[src/design/dcec_regs.svh]
// register offsets, field positions, reset values for channel event control
// assumes a 32-bit apb slave; offsets are byte addresses
`ifndef DCEC_REGS_SVH
`define DCEC_REGS_SVH

// -----------------------------------------------------------------------
// register offsets
// -----------------------------------------------------------------------
`define DCEC_ECON_OFS     12'h000
`define DCEC_STAT_OFS     12'h004
`define DCEC_MASK_OFS     12'h008
`define DCEC_IRQIN_OFS    12'h00C

// -----------------------------------------------------------------------
// field positions of the event control register
// -----------------------------------------------------------------------
`define DCEC_ABSEL_MSB    23
`define DCEC_ABSEL_LSB    16
`define DCEC_STSEL_MSB    15
`define DCEC_STSEL_LSB    8
`define DCEC_FORCE_BIT    7
`define DCEC_SWABT_BIT    6
`define DCEC_PATTERN_ABORT_ENABLE_BIT    5
`define DCEC_STEN_BIT     4
`define DCEC_ABEN_BIT     3

// -----------------------------------------------------------------------
// reset values
// -----------------------------------------------------------------------
`define DCEC_SEL_RST      8'hFF
`define DCEC_EN_RST       1'h0

// status bits: abort flag, start event, pattern abort
`define DCEC_ST_ABORT     0
`define DCEC_ST_START     1
`define DCEC_ST_PAT       2
`define DCEC_NSTAT        3

`endif

[src/design/dcec_pkg.sv]
// types shared by the channel event control block
// assumes nothing beyond the event control header
package dcec_pkg;
   typedef logic [7:0] dcec_irq_t;
   typedef logic [2:0] dcec_stat_t;
endpackage

[src/design/dcec_event_ctrl.sv]
// channel event control: start/abort source selection, force and abort
// assumes a single pclk domain; irq lines and pattern match are synchronous
`timescale 1ns/1ps
`include "dcec_regs.svh"

module dcec_event_ctrl
   import dcec_pkg::*;
#(
   parameter int NIRQ = 256
) (
   input  wire logic            pclk,
   input  wire logic            presetn,
   input  wire logic            psel,
   input  wire logic            penable,
   input  wire logic            pwrite,
   input  wire logic [11:0]     paddr,
   input  wire logic [31:0]     pwdata,
   output logic                 pready,
   output logic [31:0]          prdata,
   output logic                 pslverr,
   input  wire logic [NIRQ-1:0] irq_lines,
   input  wire logic            pattern_match,
   input  wire logic            busy,
   output logic                 xfer_start,
   output logic                 xfer_abort,
   output logic                 channel_enable_clr,
   output logic                 channel_abort_flag,
   output logic                 irq
);

   // -----------------------------------------------------------------------
   // elaboration checks
   // -----------------------------------------------------------------------
   // the select fields are eight bits, so exactly 256 lines are addressable
   if (NIRQ != 256) begin : g_chk
      $error("dcec_event_ctrl: NIRQ must be 256");
   end

   // -----------------------------------------------------------------------
   // state
   // -----------------------------------------------------------------------
   dcec_irq_t  abort_irq_select_r;
   dcec_irq_t  start_irq_select_r;
   logic       pattern_abort_enable_r;
   logic       start_irq_enable_r;
   logic       abort_irq_enable_r;
   dcec_stat_t stat_r;
   dcec_stat_t mask_r;

   logic       wr_acc;
   logic       rd_acc;
   logic       hit_econ;
   logic       hit_stat;
   logic       hit_mask;
   logic       hit_irqin;
   logic       force_req;
   logic       sw_abort_req;
   logic       irq_abort_ev;
   logic       irq_start_ev;
   logic       pat_abort_ev;
   logic       abort_ev;
   logic       start_ev;
   logic [31:0] rd_nxt;

   // -----------------------------------------------------------------------
   // apb decode; zero wait states, so pready is registered high from the first clock after reset
   // -----------------------------------------------------------------------
   assign wr_acc    = psel && penable && pwrite;
   assign rd_acc    = psel && penable && !pwrite;
   assign hit_econ  = (paddr == `DCEC_ECON_OFS);
   assign hit_stat  = (paddr == `DCEC_STAT_OFS);
   assign hit_mask  = (paddr == `DCEC_MASK_OFS);
   assign hit_irqin = (paddr == `DCEC_IRQIN_OFS);

   // self-clearing command bits: pulses only, never stored
   assign force_req    = wr_acc && hit_econ && pwdata[`DCEC_FORCE_BIT];
   assign sw_abort_req = wr_acc && hit_econ && pwdata[`DCEC_SWABT_BIT];

   // -----------------------------------------------------------------------
   // event selection
   // -----------------------------------------------------------------------
   // a plain index picks the line; the muxes are wide but only two per channel, start and abort
   assign irq_abort_ev = abort_irq_enable_r
                       && irq_lines[abort_irq_select_r];
   assign irq_start_ev = start_irq_enable_r
                       && irq_lines[start_irq_select_r];
   assign pat_abort_ev = pattern_abort_enable_r && pattern_match;
   assign abort_ev     = irq_abort_ev || sw_abort_req || pat_abort_ev;
   // abort suppresses any start in the same cycle
   assign start_ev     = (irq_start_ev || force_req) && !abort_ev;

   // -----------------------------------------------------------------------
   // control register writes
   // -----------------------------------------------------------------------
   always_ff @(posedge pclk or negedge presetn) begin
      if (!presetn) begin
         abort_irq_select_r     <= `DCEC_SEL_RST;
         start_irq_select_r     <= `DCEC_SEL_RST;
         pattern_abort_enable_r <= `DCEC_EN_RST;
         start_irq_enable_r     <= `DCEC_EN_RST;
         abort_irq_enable_r     <= `DCEC_EN_RST;
      end else if (wr_acc && hit_econ) begin
         // upper byte and low three bits are simply not stored
         abort_irq_select_r     <= pwdata[`DCEC_ABSEL_MSB:`DCEC_ABSEL_LSB];
         start_irq_select_r     <= pwdata[`DCEC_STSEL_MSB:`DCEC_STSEL_LSB];
         pattern_abort_enable_r <= pwdata[`DCEC_PATTERN_ABORT_ENABLE_BIT];
         start_irq_enable_r     <= pwdata[`DCEC_STEN_BIT];
         abort_irq_enable_r     <= pwdata[`DCEC_ABEN_BIT];
      end
   end

   // interrupt mask register
   always_ff @(posedge pclk or negedge presetn) begin
      if (!presetn) begin
         mask_r <= 3'h0;
      end else if (wr_acc && hit_mask) begin
         mask_r <= pwdata[`DCEC_NSTAT-1:0];
      end
   end

   // -----------------------------------------------------------------------
   // sticky status; cleared by a read, but a new event wins over the clear
   // -----------------------------------------------------------------------
   always_ff @(posedge pclk or negedge presetn) begin
      if (!presetn) begin
         stat_r <= 3'h0;
      end else begin
         stat_r <= ((rd_acc && hit_stat) ? 3'h0 : stat_r)
                 | {pat_abort_ev, start_ev, abort_ev};
      end
   end

   // -----------------------------------------------------------------------
   // transfer engine strobes, all registered
   // -----------------------------------------------------------------------
   always_ff @(posedge pclk or negedge presetn) begin
      if (!presetn) begin
         xfer_start         <= 1'b0;
         xfer_abort         <= 1'b0;
         channel_enable_clr <= 1'b0;
      end else begin
         xfer_start         <= start_ev;
         xfer_abort         <= abort_ev;
         channel_enable_clr <= pat_abort_ev;
      end
   end

   // abort flag and interrupt output
   always_ff @(posedge pclk or negedge presetn) begin
      if (!presetn) begin
         channel_abort_flag <= 1'b0;
         irq                <= 1'b0;
      end else begin
         channel_abort_flag <= stat_r[`DCEC_ST_ABORT]
                            || abort_ev;
         irq                <= |(stat_r & mask_r);
      end
   end

   // -----------------------------------------------------------------------
   // read mux; force and abort bits and unused bits read zero
   // -----------------------------------------------------------------------
   always_comb begin
      rd_nxt = 32'h0000_0000;
      if (hit_econ) begin
         rd_nxt[`DCEC_ABSEL_MSB:`DCEC_ABSEL_LSB] = abort_irq_select_r;
         rd_nxt[`DCEC_STSEL_MSB:`DCEC_STSEL_LSB] = start_irq_select_r;
         rd_nxt[`DCEC_PATTERN_ABORT_ENABLE_BIT] = pattern_abort_enable_r;
         rd_nxt[`DCEC_STEN_BIT]  = start_irq_enable_r;
         rd_nxt[`DCEC_ABEN_BIT]  = abort_irq_enable_r;
      end else if (hit_stat) begin
         rd_nxt[`DCEC_NSTAT-1:0] = stat_r;
      end else if (hit_mask) begin
         rd_nxt[`DCEC_NSTAT-1:0] = mask_r;
      end else if (hit_irqin) begin
         rd_nxt[0] = busy;
      end
   end

   // registered read data, captured in the setup cycle
   always_ff @(posedge pclk or negedge presetn) begin
      if (!presetn) begin
         prdata  <= 32'h0000_0000;
         pslverr <= 1'b0;
         pready  <= 1'b0;
      end else begin
         pready <= 1'b1;
         if (psel && !penable) begin
            prdata  <= pwrite ? 32'h0000_0000 : rd_nxt;
            pslverr <= !(hit_econ || hit_stat || hit_mask || hit_irqin);
         end
      end
   end

endmodule // dcec_event_ctrl

[config.mk]
export PLATFORM = sky130hd
export DESIGN_NAME = dcec_event_ctrl
export DESIGN_NICKNAME = d
export VERILOG_FILES = /design/src/design/dcec_pkg.sv /design/src/design/dcec_event_ctrl.sv
export VERILOG_INCLUDE_DIRS = /design/src /design/src/design
export SDC_FILE = /design/constraint.sdc
export NUM_CORES = 1
export LEC_CHECK = 0
export BUFFER_PORTS_ARGS = -buffer_cell sky130_fd_sc_hd__buf_2
export CORE_AREA = 2 2 135 137
export DETAILED_ROUTE_END_ITERATION = 8
export DIE_AREA = 0 0 137 139
export GPL_TIMING_DRIVEN = 0
export PLACE_DENSITY = 0.68
export SYNTH_ARGS = -nofsm -noshare
export SYNTH_HDL_FRONTEND = slang
export SYNTH_SLANG_ARGS = --single-unit
[constraint.sdc]
create_clock -name pclk -period 4.8 [get_ports pclk]
set_clock_uncertainty 0.1 [all_clocks]
set_input_delay 0 -clock pclk [delete_from_list [all_inputs] [get_ports pclk]]
set_output_delay 0 -clock pclk [all_outputs]
set_load 0.005 [all_outputs]
* After elaboration in Yosys (flattened, before gate mapping)
Cells that the tools add are included.
** Cells by class
- Eq/ne operators :: 3
- Bitwise logic cells :: 2
- Reductions and logical operators :: 26
- Multiplexer cells :: 13
- Magnitude comparators :: 2
** Operators by type and width (number)
- $eq A12 B4 Y1 const B :: 2
- $mux W24 :: 1
- $lt A8 B9 Y1 const B :: 2
- $bmux W1 S8 :: 2
- $mux W16 :: 1
- $logic_and A1 B1 Y1 :: 13
- $eq A12 B3 Y1 const B :: 1
- $logic_not A12 Y1 :: 1
- $mux W3 :: 4
- $logic_or A1 B1 Y1 :: 7
- $logic_not A1 Y1 :: 4
- $mux W1 :: 4
- $and A3 B3 Y3 :: 1
- $or A3 B3 Y3 :: 1
- $reduce_or A3 Y1 :: 1
- $mux W2 :: 1
** Word-level totals
- Output and inout bits :: 39
- Register bits :: 64

* Depth between registers and ports, before layout
Gate-level depths: netlist of the first run.
- Word-level depth :: 9
- Gate-level depth with buffers :: 12

* Least setup slack after synthesis of the first run
Ideal clock, no wire load.
- Kind :: register -> register
- Start point :: reg start_irq_select_r[0]
- End point :: reg stat_r[1]
- Stages on the path, launching flop included :: 12
- Data required time :: 4.570 ns
- Arrival time :: 2.793 ns
- Path slack :: 1.777 ns
- Path buffers :: 4
- Setup time :: 0.130 ns
- Clock period less this slack :: 3.023 ns
- Cell sequence :: dfstp_2 -> buf_2 -> buf_4 -> buf_4 -> buf_2 -> mux4_2 -> a22oi_1 -> nand4_1 -> nand3_1 -> nor2_1 -> a2111oi_2 -> o21ai_1
** On the way
- Longest elaborated chain between the ends :: 6
** Ends and longest elaborated chain
- from (decl) :: RTL line dcec_event_ctrl.sv:43 : dcec_irq_t start_irq_select_r;
- from (signal assigned) :: RTL line dcec_event_ctrl.sv:98 : start_irq_select_r <= `DCEC_SEL_RST;
- from (signal assigned) :: RTL line dcec_event_ctrl.sv:105 : start_irq_select_r <= pwdata[`DCEC_STSEL_MSB:`DCEC_STSEL_LSB];
- $bmux W1 S8 :: RTL line dcec_event_ctrl.sv:86 : && irq_lines[start_irq_select_r];
- $mux W1 (not written as such) :: RTL line dcec_event_ctrl.sv:86
- $logic_and A1 B1 Y1 :: RTL line dcec_event_ctrl.sv:86
- $logic_or A1 B1 Y1 :: RTL line dcec_event_ctrl.sv:90 : assign start_ev = (irq_start_ev || force_req) && !abort_ev;
- $logic_and A1 B1 Y1 :: RTL line dcec_event_ctrl.sv:90
- $or A3 B3 Y3 :: RTL line dcec_event_ctrl.sv:129 : | {pat_abort_ev, start_ev, abort_ev};
- to (signal assigned) :: RTL line dcec_event_ctrl.sv:128 : stat_r <= ((rd_acc && hit_stat) ? 3'h0 : stat_r)
- to (decl) :: RTL line dcec_event_ctrl.sv:47 : dcec_stat_t stat_r;
No other way between the ends. The select of a mux whose other input is x is not followed.
A chain may end at the register's enable or synchronous reset.

* Final worst setup path of the first run
- Start point :: reg start_irq_select_r[1]
- End point :: reg stat_r[1]
The elaborated chain is that of the path after synthesis.

==> flow_summary_export.csv, run 1 <==
group,metric,value,unit
outcome,outcome,"finished clean",
clock_tree,cts_tree,"built",
global_routing,grt_max_degree,55,
logic_synthesis,synth_cells,530,
logic_synthesis,ys_seq_area_share,21.12,%
floorplanning,die_y,139,µm
logic_synthesis,ys.flop_type,"dfrtp_1",
floorplanning,row_count,49,
placement,dp_hpwl,23.81,mm
flow_run,cap_violations,0,
floorplanning,start_util,36.77,%
route,via_per_inst,6.077,
global_routing,antenna_found_initial,4,
logic_synthesis,synth_area_per_cell,12.25,µm²
critical_path,crit_end,"stat_r[1]",
critical_path,r2r-start,"start_irq_select_r[1]",
route,vias,6891,
clock_tree,clk_pin_slew,70,ps
route,drt_iter0_drc,462,
power_and_ir_drop,leakage,3.763,nW
global_routing,grt_pass1_vias,6922,
power_and_ir_drop,peakVddDrop,0.1849,mV
logic_synthesis,synth.distinct_cells,56,
placement,io_buffers,327,
hold_path,hold_class,"in -> reg",
sta,worst_slew_pin_slew,1315,ps
clock_tree,htree_levels,2,
sta,setup_violations,0,
logic_synthesis,ys_warn_count,0,
finish,area_delta_synth_final,37.02,%
floorplanning,die_area,19040,µm²
power_and_ir_drop,power_frac_comb,27.6,%
sta,timing.slew.headroom,11.99,%
critical_path,rr_worst_depth,10,
finish,nets,1208,
sta,slew_violations,0,
clock_tree,cts_buffers,5,
route,wl_per_cell,26.25,µm
global_routing,grt_pass1_wl,42.14,mm
finish,fillers,1666,
clock_tree,cts_resized,0,
sta,rsz0062_at_grt,"no",
sta,timing.final.crit_period,4593,ps
critical_path,critPathKind,"reg -> reg",
critical_path,worstPathRequired,4860,ps
sta,whs,37.40,ps
power_and_ir_drop,swShare,25.48,%
power_and_ir_drop,p_int,0.8560,mW
route,ant_nets,0,
sta,hold_viol_final,0,
power_and_ir_drop,clock_power_share,32.5,%
floorplanning,io_pins,346,
global_routing,gr-total-overflow,0,
logic_synthesis,syn-cell-area,6492,µm²
placement,gp_congestion,0.9082,
power_and_ir_drop,power.switching,0.2927,mW
sta,tns,0,ps
critical_path,end_kind,"flop",
route,drtPass1Iterations,5,
critical_path,startpoint,"start_irq_select_r[1]",
critical_path,crit_fanout,10,
clock_tree,clock-sinks,54,
critical_path,r2r_end,"stat_r[1]",
logic_synthesis,synth_edf_count,0,
logic_synthesis,async_flop_share,100.0,%
critical_path,cp.arrival,4650,ps
critical_path,reg2reg_slack,210,ps
floorplanning,die_width,137,µm
clock_tree,clockBufferDepth,2,
route,drc,0,
sta,max_freq,217.7,MHz
floorplanning,coreArea,17660,µm²
power_and_ir_drop,seq_power_share,39.9,%
clock_tree,clk_latency,290,ps
clock_tree,cts_root_buf,"clkbuf_16",
global_routing,track_usage,30.39,%
sta,finalCritPeriodShare,95.70,%
route,wl,29.76,mm
critical_path,setup.worst_path.start_class,"flop",
logic_synthesis,ys_ff_latch,54,
power_and_ir_drop,power_density,129.1,nW/µm²
finish,drive_gt1_share,56.43,%
[state kept, by name (all words and copies together) (netlist names), 3 cells and up]
register and cells:
abort_irq_select_r 8, mask_r 3, prdata 22, start_irq_select_r 8, stat_r 3
[cell usage after synthesis, types with 6 or more instances]
master	count	share of area, %
nor2_1	14	0.81
dfrtp_1	38	15
buf_4	16	1.9
mux4_2	96	33
a22oi_1	31	3.6
mux2i_1	41	6.3
nand3_1	12	0.93
a21oi_1	8	0.62
nand2_1	26	1.5
a211oi_1	6	0.69
mux2_2	26	4.5
o21ai_0	10	0.77
clkbuf_1	27	1.6
mux4_1	15	6.1
inv_1	7	0.40
nor2b_1	12	1.2
a22o_1	24	3.2
o221ai_1	7	0.94
dfstp_2	16	6.5
nor3_1	9	0.69
buf_2	11	0.85
[critical path, stage by stage (launching register included)]
cell and delay [ps]:
dfstp_2 540, clkbuf_1 380, buf_1 580, buf_1 620
mux4_2 400, a22oi_1 180, a31oi_1 120, a2111oi_0 770
nor3_1 170, a2111oi_2 480, o21ai_1 110
[worst min-delay path by stage]
stage	startpoint	slack (ps)	cells past startpoint	endpoint
2_1_floorplan	presetn	-400	0	abort_irq_enable_r
3_3_place_gp	pwdata[11]	110	3	start_irq_select_r[3]
3_5_place_dp	pwdata[12]	120	3	start_irq_select_r[4]
4_1_cts	paddr[2]	30	3	stat_r[2]
5_1_grt	paddr[2]	60	3	stat_r[0]
6_report	paddr[2]	40	3	stat_r[2]
[power groups by stage]
stage	Clock, mW	Sequential (mW)	Combinational [mW]
global route	0.400	0.458	0.339
floorplan	0	0.466	0.114
detailed placement	0	0.467	0.294
global placement	0	0.466	0.288
finish	0.374	0.458	0.317
CTS	0.380	0.458	0.313
[what timing repair did]
action | in CTS | in global routing
buffers inserted | 0 | 0
hold buffers | 27 | 0
endpoints found under the hold margin | 66 | 0
[area by class of cell]
| type | count | area, µm² | area share, % |
|---|---|---|---|
| multi-input cells | 414 | 4767 | 53.59 |
| repair buffers | 355 | 1914 | 21.52 |
| flip-flops and latches | 54 | 1371 | 15.41 |
| plain buffers | 64 | 367.9 | 4.135 |
| well taps | 229 | 286.5 | 3.221 |
| clock buffers | 6 | 138.9 | 1.561 |
| inverters | 7 | 26.28 | 0.2954 |
| clock inverters | 2 | 16.27 | 0.1828 |
| diodes | 3 | 7.507 | 0.08439 |
[metal layers]
metal,wire (µm),track usage [%],up-vias
li1,-,-,2991
met1,11480,38.74,3409
met2,14840,52.71,431
met3,2609,4.715,58
met4,814,9.333,2
met5,17,0,-
[stage by stage]
step / util (%) / area (µm²) / std cells / power, mW / setup WS [ps]
after detailed placement: 47.93 / 8463 / 1096 / 0.7604 / 461.5
after CTS: 50.34 / 8889 / 1131 / 1.152 / 414.2
after floorplan: - / 6526 / 539 / 0.5806 / 1777
after global placement: 47.85 / 8449 / 1095 / 0.7544 / 413.2
final: 50.38 / 8896 / 1134 / 1.149 / 206.6
after global routing: 50.37 / 8894 / 1133 / 1.198 / 141.0
[layout by cell type, fill, tap and decap left out, types with 3 or more instances in the layout]
| cell | synthesis | routed |
|---|---|---|
| a211oi_1 | 6 | 6 |
| a2111oi_0 | 5 | 5 |
| dfstp_2 | 16 | 16 |
| mux2_2 | 26 | 26 |
| nor3b_1 | 3 | 3 |
| clkbuf_1 | 27 | 27 |
| a22oi_1 | 31 | 31 |
| o211ai_1 | 3 | 3 |
| a31oi_1 | 5 | 5 |
| nand4_1 | 5 | 5 |
| a21oi_1 | 8 | 8 |
| dfrtp_1 | 38 | 38 |
| nand2b_1 | 4 | 4 |
| dlygate4sd3_1 | 0 | 27 |
| buf_2 | 11 | 338 |
| mux4_2 | 96 | 96 |
| nand2_1 | 26 | 26 |
| buf_4 | 16 | 17 |
| and2_1 | 3 | 3 |
| mux4_1 | 15 | 15 |
| conb_1 | 2 | 11 |
| o2111ai_1 | 3 | 3 |
| o21ai_0 | 10 | 10 |
| mux2i_1 | 41 | 41 |
| a21o_1 | 3 | 3 |
| nor2b_1 | 12 | 12 |
| a22o_1 | 24 | 24 |
| clkbuf_16 | 0 | 5 |
| nor2_1 | 14 | 14 |
| diode_2 | 0 | 3 |
| nor3_1 | 9 | 9 |
| o221ai_1 | 7 | 7 |
| inv_1 | 7 | 7 |
| nor4_1 | 5 | 4 |
| or3_1 | 4 | 4 |
| buf_1 | 5 | 5 |
| nand3_1 | 12 | 12 |
[logic make-up (layout without fill, tap and decap cells)]
family,count (synthesis),in the layout,synth area share [%]
compound gates,120,120,14.07
mux,178,178,50.20
simple gates,105,105,8.422
buf+inv,71,434,6.071
flops,54,54,21.12
other cells,2,14,0.1157
No activity file was read; power rests on OpenSTA's default activity.
==> run 2: changes to the inputs <==
- ABC_AREA: not set -> 1
- ABC_CLOCK_PERIOD_IN_PS: not set -> 4800
- CORE_AREA: 2 2 135 137 -> 2 2 134 136
- CTS_BUF_LIST: not set -> sky130_fd_sc_hd__clkbuf_8
- DIE_AREA: 0 0 137 139 -> 0 0 136 138
- PLACE_DENSITY: 0.68 -> 0.74
==> run 2 against run 1 <==
Total power increased by 1.1%. Wire length is 57% higher. Highest routed layer is now met4. Worst setup slack better by 880 ps. Via count grew 77%. Fmax increased by 24%. Global-route usage up 17 points. Combinational power rose by 18%. Area after synthesis increased by 12%. Worst hold slack got worse by 25 ps. Cell area up 8.2%. Largest power group unchanged. Clock power down 12%. Critical path depth rose by 4.
==> flow_summary_export.csv, run 2 <==
group,metric,value,unit
clock_tree,cts_buffers,5,
critical_path,worstPathRequired,4900,ps
power_and_ir_drop,peakVddDrop,0.1880,mV
route,top_layer_used,"met4",
critical_path,critPathKind,"reg -> reg",
critical_path,r2r-start,"abort_irq_select_r[3]",
logic_synthesis,ys_ff_latch,54,
finish,fillers,1952,
outcome,outcome,"finished clean",
finish,largest_register_ffs,22,
logic_synthesis,synth_top_area_share,33.31,%
floorplanning,io_pins,346,
logic_synthesis,ys_warn_count,0,
global_routing,grt_pass1_vias,11210,
route,drt-met1-wl,16.84,mm
logic_synthesis,synth_area_leaders,"nand3_1 (33%), nand2_1 (30%), dfrtp_1 (13%), dfstp_2 (5.8%), buf_2 (4.7%)",
logic_synthesis,ys.flop_type,"dfrtp_1",
finish,area_delta_synth_final,32.40,%
logic_synthesis,synth_cells,1366,
critical_path,setup.worst_path.start_class,"flop",
sta,max_freq,269.3,MHz
critical_path,rr_worst_depth,14,
power_and_ir_drop,power.total,1.161,mW
logic_synthesis,yosysMostFrequentCell,"nand2_1",
route,wl_per_cell,23.77,µm
logic_synthesis,synth_edf_count,0,
route,met2_length,19.49,mm
flow_run,cap_violations,0,
clock_tree,htree_levels,2,
logic_synthesis,async_flop_share,100.0,%
sta,finalCritPeriodShare,77.37,%
route,drt_iter0_drc,1968,
placement,dp_hpwl,34.84,mm
clock_tree,cts_root_buf,"clkbuf_8",
finish,utilization,54.91,%
sta,rsz0062_at_grt,"no",
finish,stdcell_area,9628,µm²
power_and_ir_drop,leakage,5.191,nW
clock_tree,clk_latency,310,ps
power_and_ir_drop,power_density,120.6,nW/µm²
finish,mostFrequentLayoutCells,"nand2_1 (579), nand3_1 (484), buf_2 (396), dfrtp_1 (38), clkbuf_1 (33)",
placement,io_buffers,327,
placement,postPlaceCellArea,9229,µm²
critical_path,crit_end,"stat_r[1]",
finish,final_cells,1969,
floorplanning,row_count,49,
route,dr_wl_met3,6.733,mm
logic_synthesis,synth.distinct_cells,26,
placement,place_inst,1931,
route,vias,12200,
route,drtPass1Iterations,7,
sta,timing.slew.headroom,19.70,%
critical_path,end_kind,"flop",
clock_tree,cts_tree,"built",
finish,regMostFlops,"prdata",
critical_path,crit_fanout,10,
hold_path,hold_class,"in -> reg",
critical_path,reg2reg_slack,1090,ps
floorplanning,die_y,138,µm
critical_path,cp.arrival,3820,ps
route,ant_nets,0,
sta,setup_violations,0,
global_routing,gr-total-overflow,0,
sta,hold_viol_final,0,
sta,worst_slew_pin_slew,1205,ps
finish,drive_gt1_share,25.33,%
global_routing,grt_pass1_wl,67.14,mm
sta,tns,0,ps
sta,timing.final.crit_period,3714,ps
route,wl,46.80,mm
clock_tree,clockBufferDepth,2,
finish,reg_top3,"prdata (22), abort_irq_select_r (8), start_irq_select_r (8)",
critical_path,r2r_end,"stat_r[1]",
sta,slew_violations,0,
floorplanning,die_width,136,µm
placement,gp_congestion,1.058,
route,drc,0,
floorplanning,start_util,41.47,%
logic_synthesis,ys_seq_area_share,18.86,%
critical_path,startpoint,"abort_irq_select_r[3]",
logic_synthesis,netlist_top_cells_count,"nand2_1 (579), nand3_1 (484), buf_2 (69)",
route,via_per_inst,6.195,
finish,layout_commonest_cell,"nand2_1",
finish,nets,2043,
logic_synthesis,synth_area_per_cell,5.324,µm²
global_routing,track_usage,47.60,%
clock_tree,cts_resized,0,
logic_synthesis,syn-cell-area,7272,µm²
clock_tree,clock-sinks,54,
global_routing,grt_max_degree,55,
floorplanning,coreArea,17530,µm²
global_routing,antenna_found_initial,2,
floorplanning,die_area,18770,µm²
logic_synthesis,synth_top_cell_by_area,"nand3_1",
clock_tree,clk_pin_slew,100,ps
[run 2: cell count changes in the layout (fill, tap and decap cells not counted), sizes merged, moves of 22 or more]
cell	change
a22oi	-31
nand2	+553
mux4	-111
mux2i	-41
a22o	-22
buf	+53
nand3	+472
[run 2: cell families (layout without fill, tap and decap cells)]
group                  Yosys count  in the layout  synth area share (%)
muxes                            6              6                0.9290
and+or+nand+nor               1099           1099                 65.36
buffers and inverters          156            518                 9.756
other                            2             14                0.1033
AOI/OAI and AO/OA               49             49                 4.990
DFF                             54             54                 18.86
[run 2: timing repair]
item                      4_1_cts  5_1_grt
hold endpoints to repair       65        0
hold buffers                   27        0
setup buffers                   0        0
[run 2: area by class of cell]
| type | count | area, µm² | area share [%] |
|---|---|---|---|
| Tap cell | 229 | 286.5 | 2.976 |
| Multi-Input combinational cell | 1165 | 5225 | 54.27 |
| Antenna cell | 3 | 7.507 | 0.07797 |
| Sequential cell | 54 | 1371 | 14.24 |
| Timing Repair Buffer | 354 | 1907 | 19.81 |
| Clock inverter | 2 | 38.79 | 0.4029 |
| Inverter | 32 | 120.1 | 1.248 |
| Clock buffer | 6 | 82.58 | 0.8577 |
| Buffer | 124 | 589.3 | 6.121 |
[run 2: critical path, stage by stage (launching register included)]
cell and delay, ps:
dfstp_2 530, buf_2 290, clkinv_1 400, clkbuf_1 530, nand3_1 380, nand2_1 90
nand2_1 90, nand3_1 90, nand3_1 80, nand3_1 70, nand2_1 140, a21oi_2 90
nand2_1 100, nand2_1 50, dlygate4sd3_1 550
[run 2: how the worst min path moves through the flow]
stage	start	end	slack (ps)	cells past startpoint
6_report	pwdata[6]	xfer_abort	10	5
5_1_grt	pwdata[6]	xfer_abort	30	5
4_1_cts	pwdata[6]	xfer_abort	20	5
3_5_place_dp	pwdata[4]	start_irq_enable_r	140	2
3_3_place_gp	pwdata[5]	pattern_abort_enable_r	130	2
2_1_floorplan	presetn	abort_irq_enable_r	-400	0
[run 2: stage by stage]
| stage | setup WS [ps] | hold slack (ps) |
|---|---|---|
| after floorplan | 2802 | -395.6 |
| after global placement | 1865 | 132.9 |
| after detailed placement | 1874 | 136.5 |
| after CTS | 1320 | 16.50 |
| after global routing | 1063 | 26.39 |
| final | 1086 | 12.56 |
[run 2: power by group]
part	internal (mW)	leakage, nW	switching (mW)
combinational	0.169	4.45	0.204
sequential	0.457	0.679	0.000944
clock	0.172	0.0618	0.158
total	0.798	5.19	0.363
[run 2: routing by layer]
layer	vias up	global-route usage, %
met5	-	0
met3	275	12.50
met4	0	31.96
met2	1140	69.77
li1	5292	-
met1	5490	60.92
==> run 3: changes to the inputs <==
- ABC_AREA: 1 -> 0
- ABC_CLOCK_PERIOD_IN_PS: 4800 -> 3850
- CORE_AREA: 2 2 134 136 -> 2 2 135 137
- DIE_AREA: 0 0 136 138 -> 0 0 137 139
- PLACE_DENSITY: 0.74 -> 0.68
- clock period: 4.8 -> 3.85 ns (I/O delays scaled with it)
==> run 3 against run 2 <==
Flip-flop and latch count did not move. Die area grew 1.5%. Wire length decreased by 37%. Cell count shrank 42%. Critical path depth is 4 lower. Clock power grew 3%. Total power increased by 12%. Global-route usage decreased by 17 points. First-iteration DRC count is 78% lower. Largest cell class unchanged. Via count fell by 44%. Cell area decreased by 7.8%.
==> flow_summary_export.csv, run 3 (synthesized netlist as in run 1, its figures left out) <==
group,metric,value,unit
outcome,outcome,"finished clean",
global_routing,grt_max_degree,55,
sta,setup_violations,0,
global_routing,track_usage,30.31,%
critical_path,startpoint,"abort_irq_select_r[2]",
hold_path,min_to,"prdata[0]",
finish,drive_gt1_share,57.60,%
sta,setup_slack,65.18,ps
floorplanning,coreArea,17660,µm²
critical_path,worstPathRequired,3950,ps
sta,hold_viol_final,0,
clock_tree,cts_buffers,5,
sta,max_freq,264.2,MHz
power_and_ir_drop,peakVddDrop,0.1653,mV
finish,multi_input_area,4791,µm²
critical_path,crit_fanout,10,
floorplanning,row_count,49,
power_and_ir_drop,clock_power_share,26.0,%
route,vias,6834,
floorplanning,io_pins,346,
route,wl_per_cell,26.12,µm
placement,pre_cts_ws,-488.5,ps
floorplanning,start_util,36.77,%
global_routing,gr-total-overflow,0,
power_and_ir_drop,swShare,26.93,%
sta,finalCritPeriodShare,98.31,%
critical_path,reg2reg_slack,70,ps
power_and_ir_drop,power_density,147.1,nW/µm²
critical_path,cp.arrival,3880,ps
hold_path,min_from,"paddr[3]",
clock_tree,clk_pin_slew,100,ps
critical_path,r2r_end,"channel_abort_flag",
sta,slew_violations,0,
finish,nets,1207,
clock_tree,htree_levels,2,
critical_path,critPathKind,"reg -> reg",
power_and_ir_drop,leakage,3.770,nW
finish,regArea,1371,µm²
power_and_ir_drop,power_frac_comb,30.2,%
finish,regMostFlops,"prdata",
sta,rsz0062_at_grt,"no",
floorplanning,die_area,19040,µm²
finish,layout_commonest_cell,"buf_2",
finish,mostFrequentLayoutCells,"buf_2 (339), mux4_2 (96), mux2i_1 (41), dfrtp_1 (38), a22oi_1 (31)",
power_and_ir_drop,p_int,0.9542,mW
critical_path,rr_worst_depth,10,
route,via_per_inst,6.032,
global_routing,grt_pass1_wl,42.01,mm
placement,dp_hpwl,23.81,mm
power_and_ir_drop,seq_power_share,43.8,%
power_and_ir_drop,power.total,1.306,mW
route,wl,29.60,mm
critical_path,setup.worst_path.start_class,"flop",
hold_path,hold_class,"in -> reg",
power_and_ir_drop,power.switching,0.3518,mW
clock_tree,clock-sinks,54,
route,drt_iter0_drc,442,
floorplanning,die_y,139,µm
placement,gp_congestion,0.9082,
clock_tree,cts_root_buf,"clkbuf_8",
critical_path,end_kind,"flop",
global_routing,grt_pass1_vias,6860,
placement,io_buffers,327,
finish,fillers,1672,
sta,worst_slew_pin_slew,1323,ps
finish,largest_register_ffs,22,
flow_run,cap_violations,0,
floorplanning,die_width,137,µm
finish,area_delta_synth_final,36.73,%
global_routing,antenna_found_initial,4,
sta,tns,0,ps
finish,reg_top3,"prdata (22), abort_irq_select_r (8), start_irq_select_r (8)",
route,drtPass1Iterations,7,
clock_tree,clk_latency,310,ps
critical_path,r2r-start,"abort_irq_select_r[2]",
clock_tree,cts_tree,"built",
sta,whs,15.11,ps
route,ant_nets,0,
clock_tree,clockBufferDepth,2,
hold_path,hold_depth,3,
route,drc,0,
sta,timing.final.crit_period,3785,ps
sta,timing.slew.headroom,11.49,%
run 3: power groups by stage:
stage                     registers [mW]  clock network [mW]  logic, mW
after floorplan                    0.581                   0      0.142
after global placement             0.582                   0      0.359
after detailed placement           0.582                   0      0.366
after CTS                          0.571               0.350      0.390
after global routing               0.572               0.373      0.424
final                              0.571               0.340      0.395
run 3: worst max-delay path, stage by stage, from the launching register on:
cell and delay, ps:
dfstp_2 520, buf_2 210, clkbuf_1 390, buf_2 450, mux2_2 410, nand4_1 90, nand4_1 170, nor4_1 490
nor4b_1 210, a211o_1 380, or2_1 250
run 3: how the worst max path moves through the flow:
stage,slack (ps),endpoint,depth (start not counted)
3_3_place_gp,-540,stat_r[1],10
2_1_floorplan,830,stat_r[1],11
4_1_cts,20,stat_r[1],12
6_report,70,channel_abort_flag,10
3_5_place_dp,-490,stat_r[1],10
5_1_grt,30,channel_abort_flag,10
run 3: area by class of cell:
| type | instances | share of cell area (%) |
|---|---|---|
| plain buffers | 63 | 4.299 |
| flip-flops and latches | 54 | 15.45 |
| diodes | 3 | 0.08457 |
| clock buffers | 6 | 0.9302 |
| repair buffers | 355 | 21.56 |
| multi-input cells | 414 | 53.97 |
| well taps | 229 | 3.228 |
| clock inverters | 2 | 0.1832 |
| inverters | 7 | 0.2960 |
run 3: per-stage QoR:
stage / utilization, % / cells / cell area, µm²
floorplan: - / 539 / 6526
global placement: 47.85 / 1095 / 8449
detailed placement: 47.93 / 1096 / 8463
CTS: 50.11 / 1130 / 8848
global route: 50.26 / 1132 / 8875
finish: 50.28 / 1133 / 8877
run 3: routing by layer:
layer	up-vias	GRT usage (%)	share of wire (%)
met3	54	4.276	8.2
met4	2	8.302	2.6
met2	421	52.81	50
li1	2987	-	-
met1	3370	39.13	39
met5	-	0	0.057
run 3: what timing repair did:
| item | CTS | global route |
|---|---|---|
| cloned | 0 | 0 |
| endpoints found under the hold margin | 69 | 0 |
| setup endpoints to repair | 5 | 4 |
| pin swaps | 0 | 0 |
| gates resized for setup | 11 | 7 |
| hold buffers | 27 | 0 |
| buffers inserted | 0 | 0 |
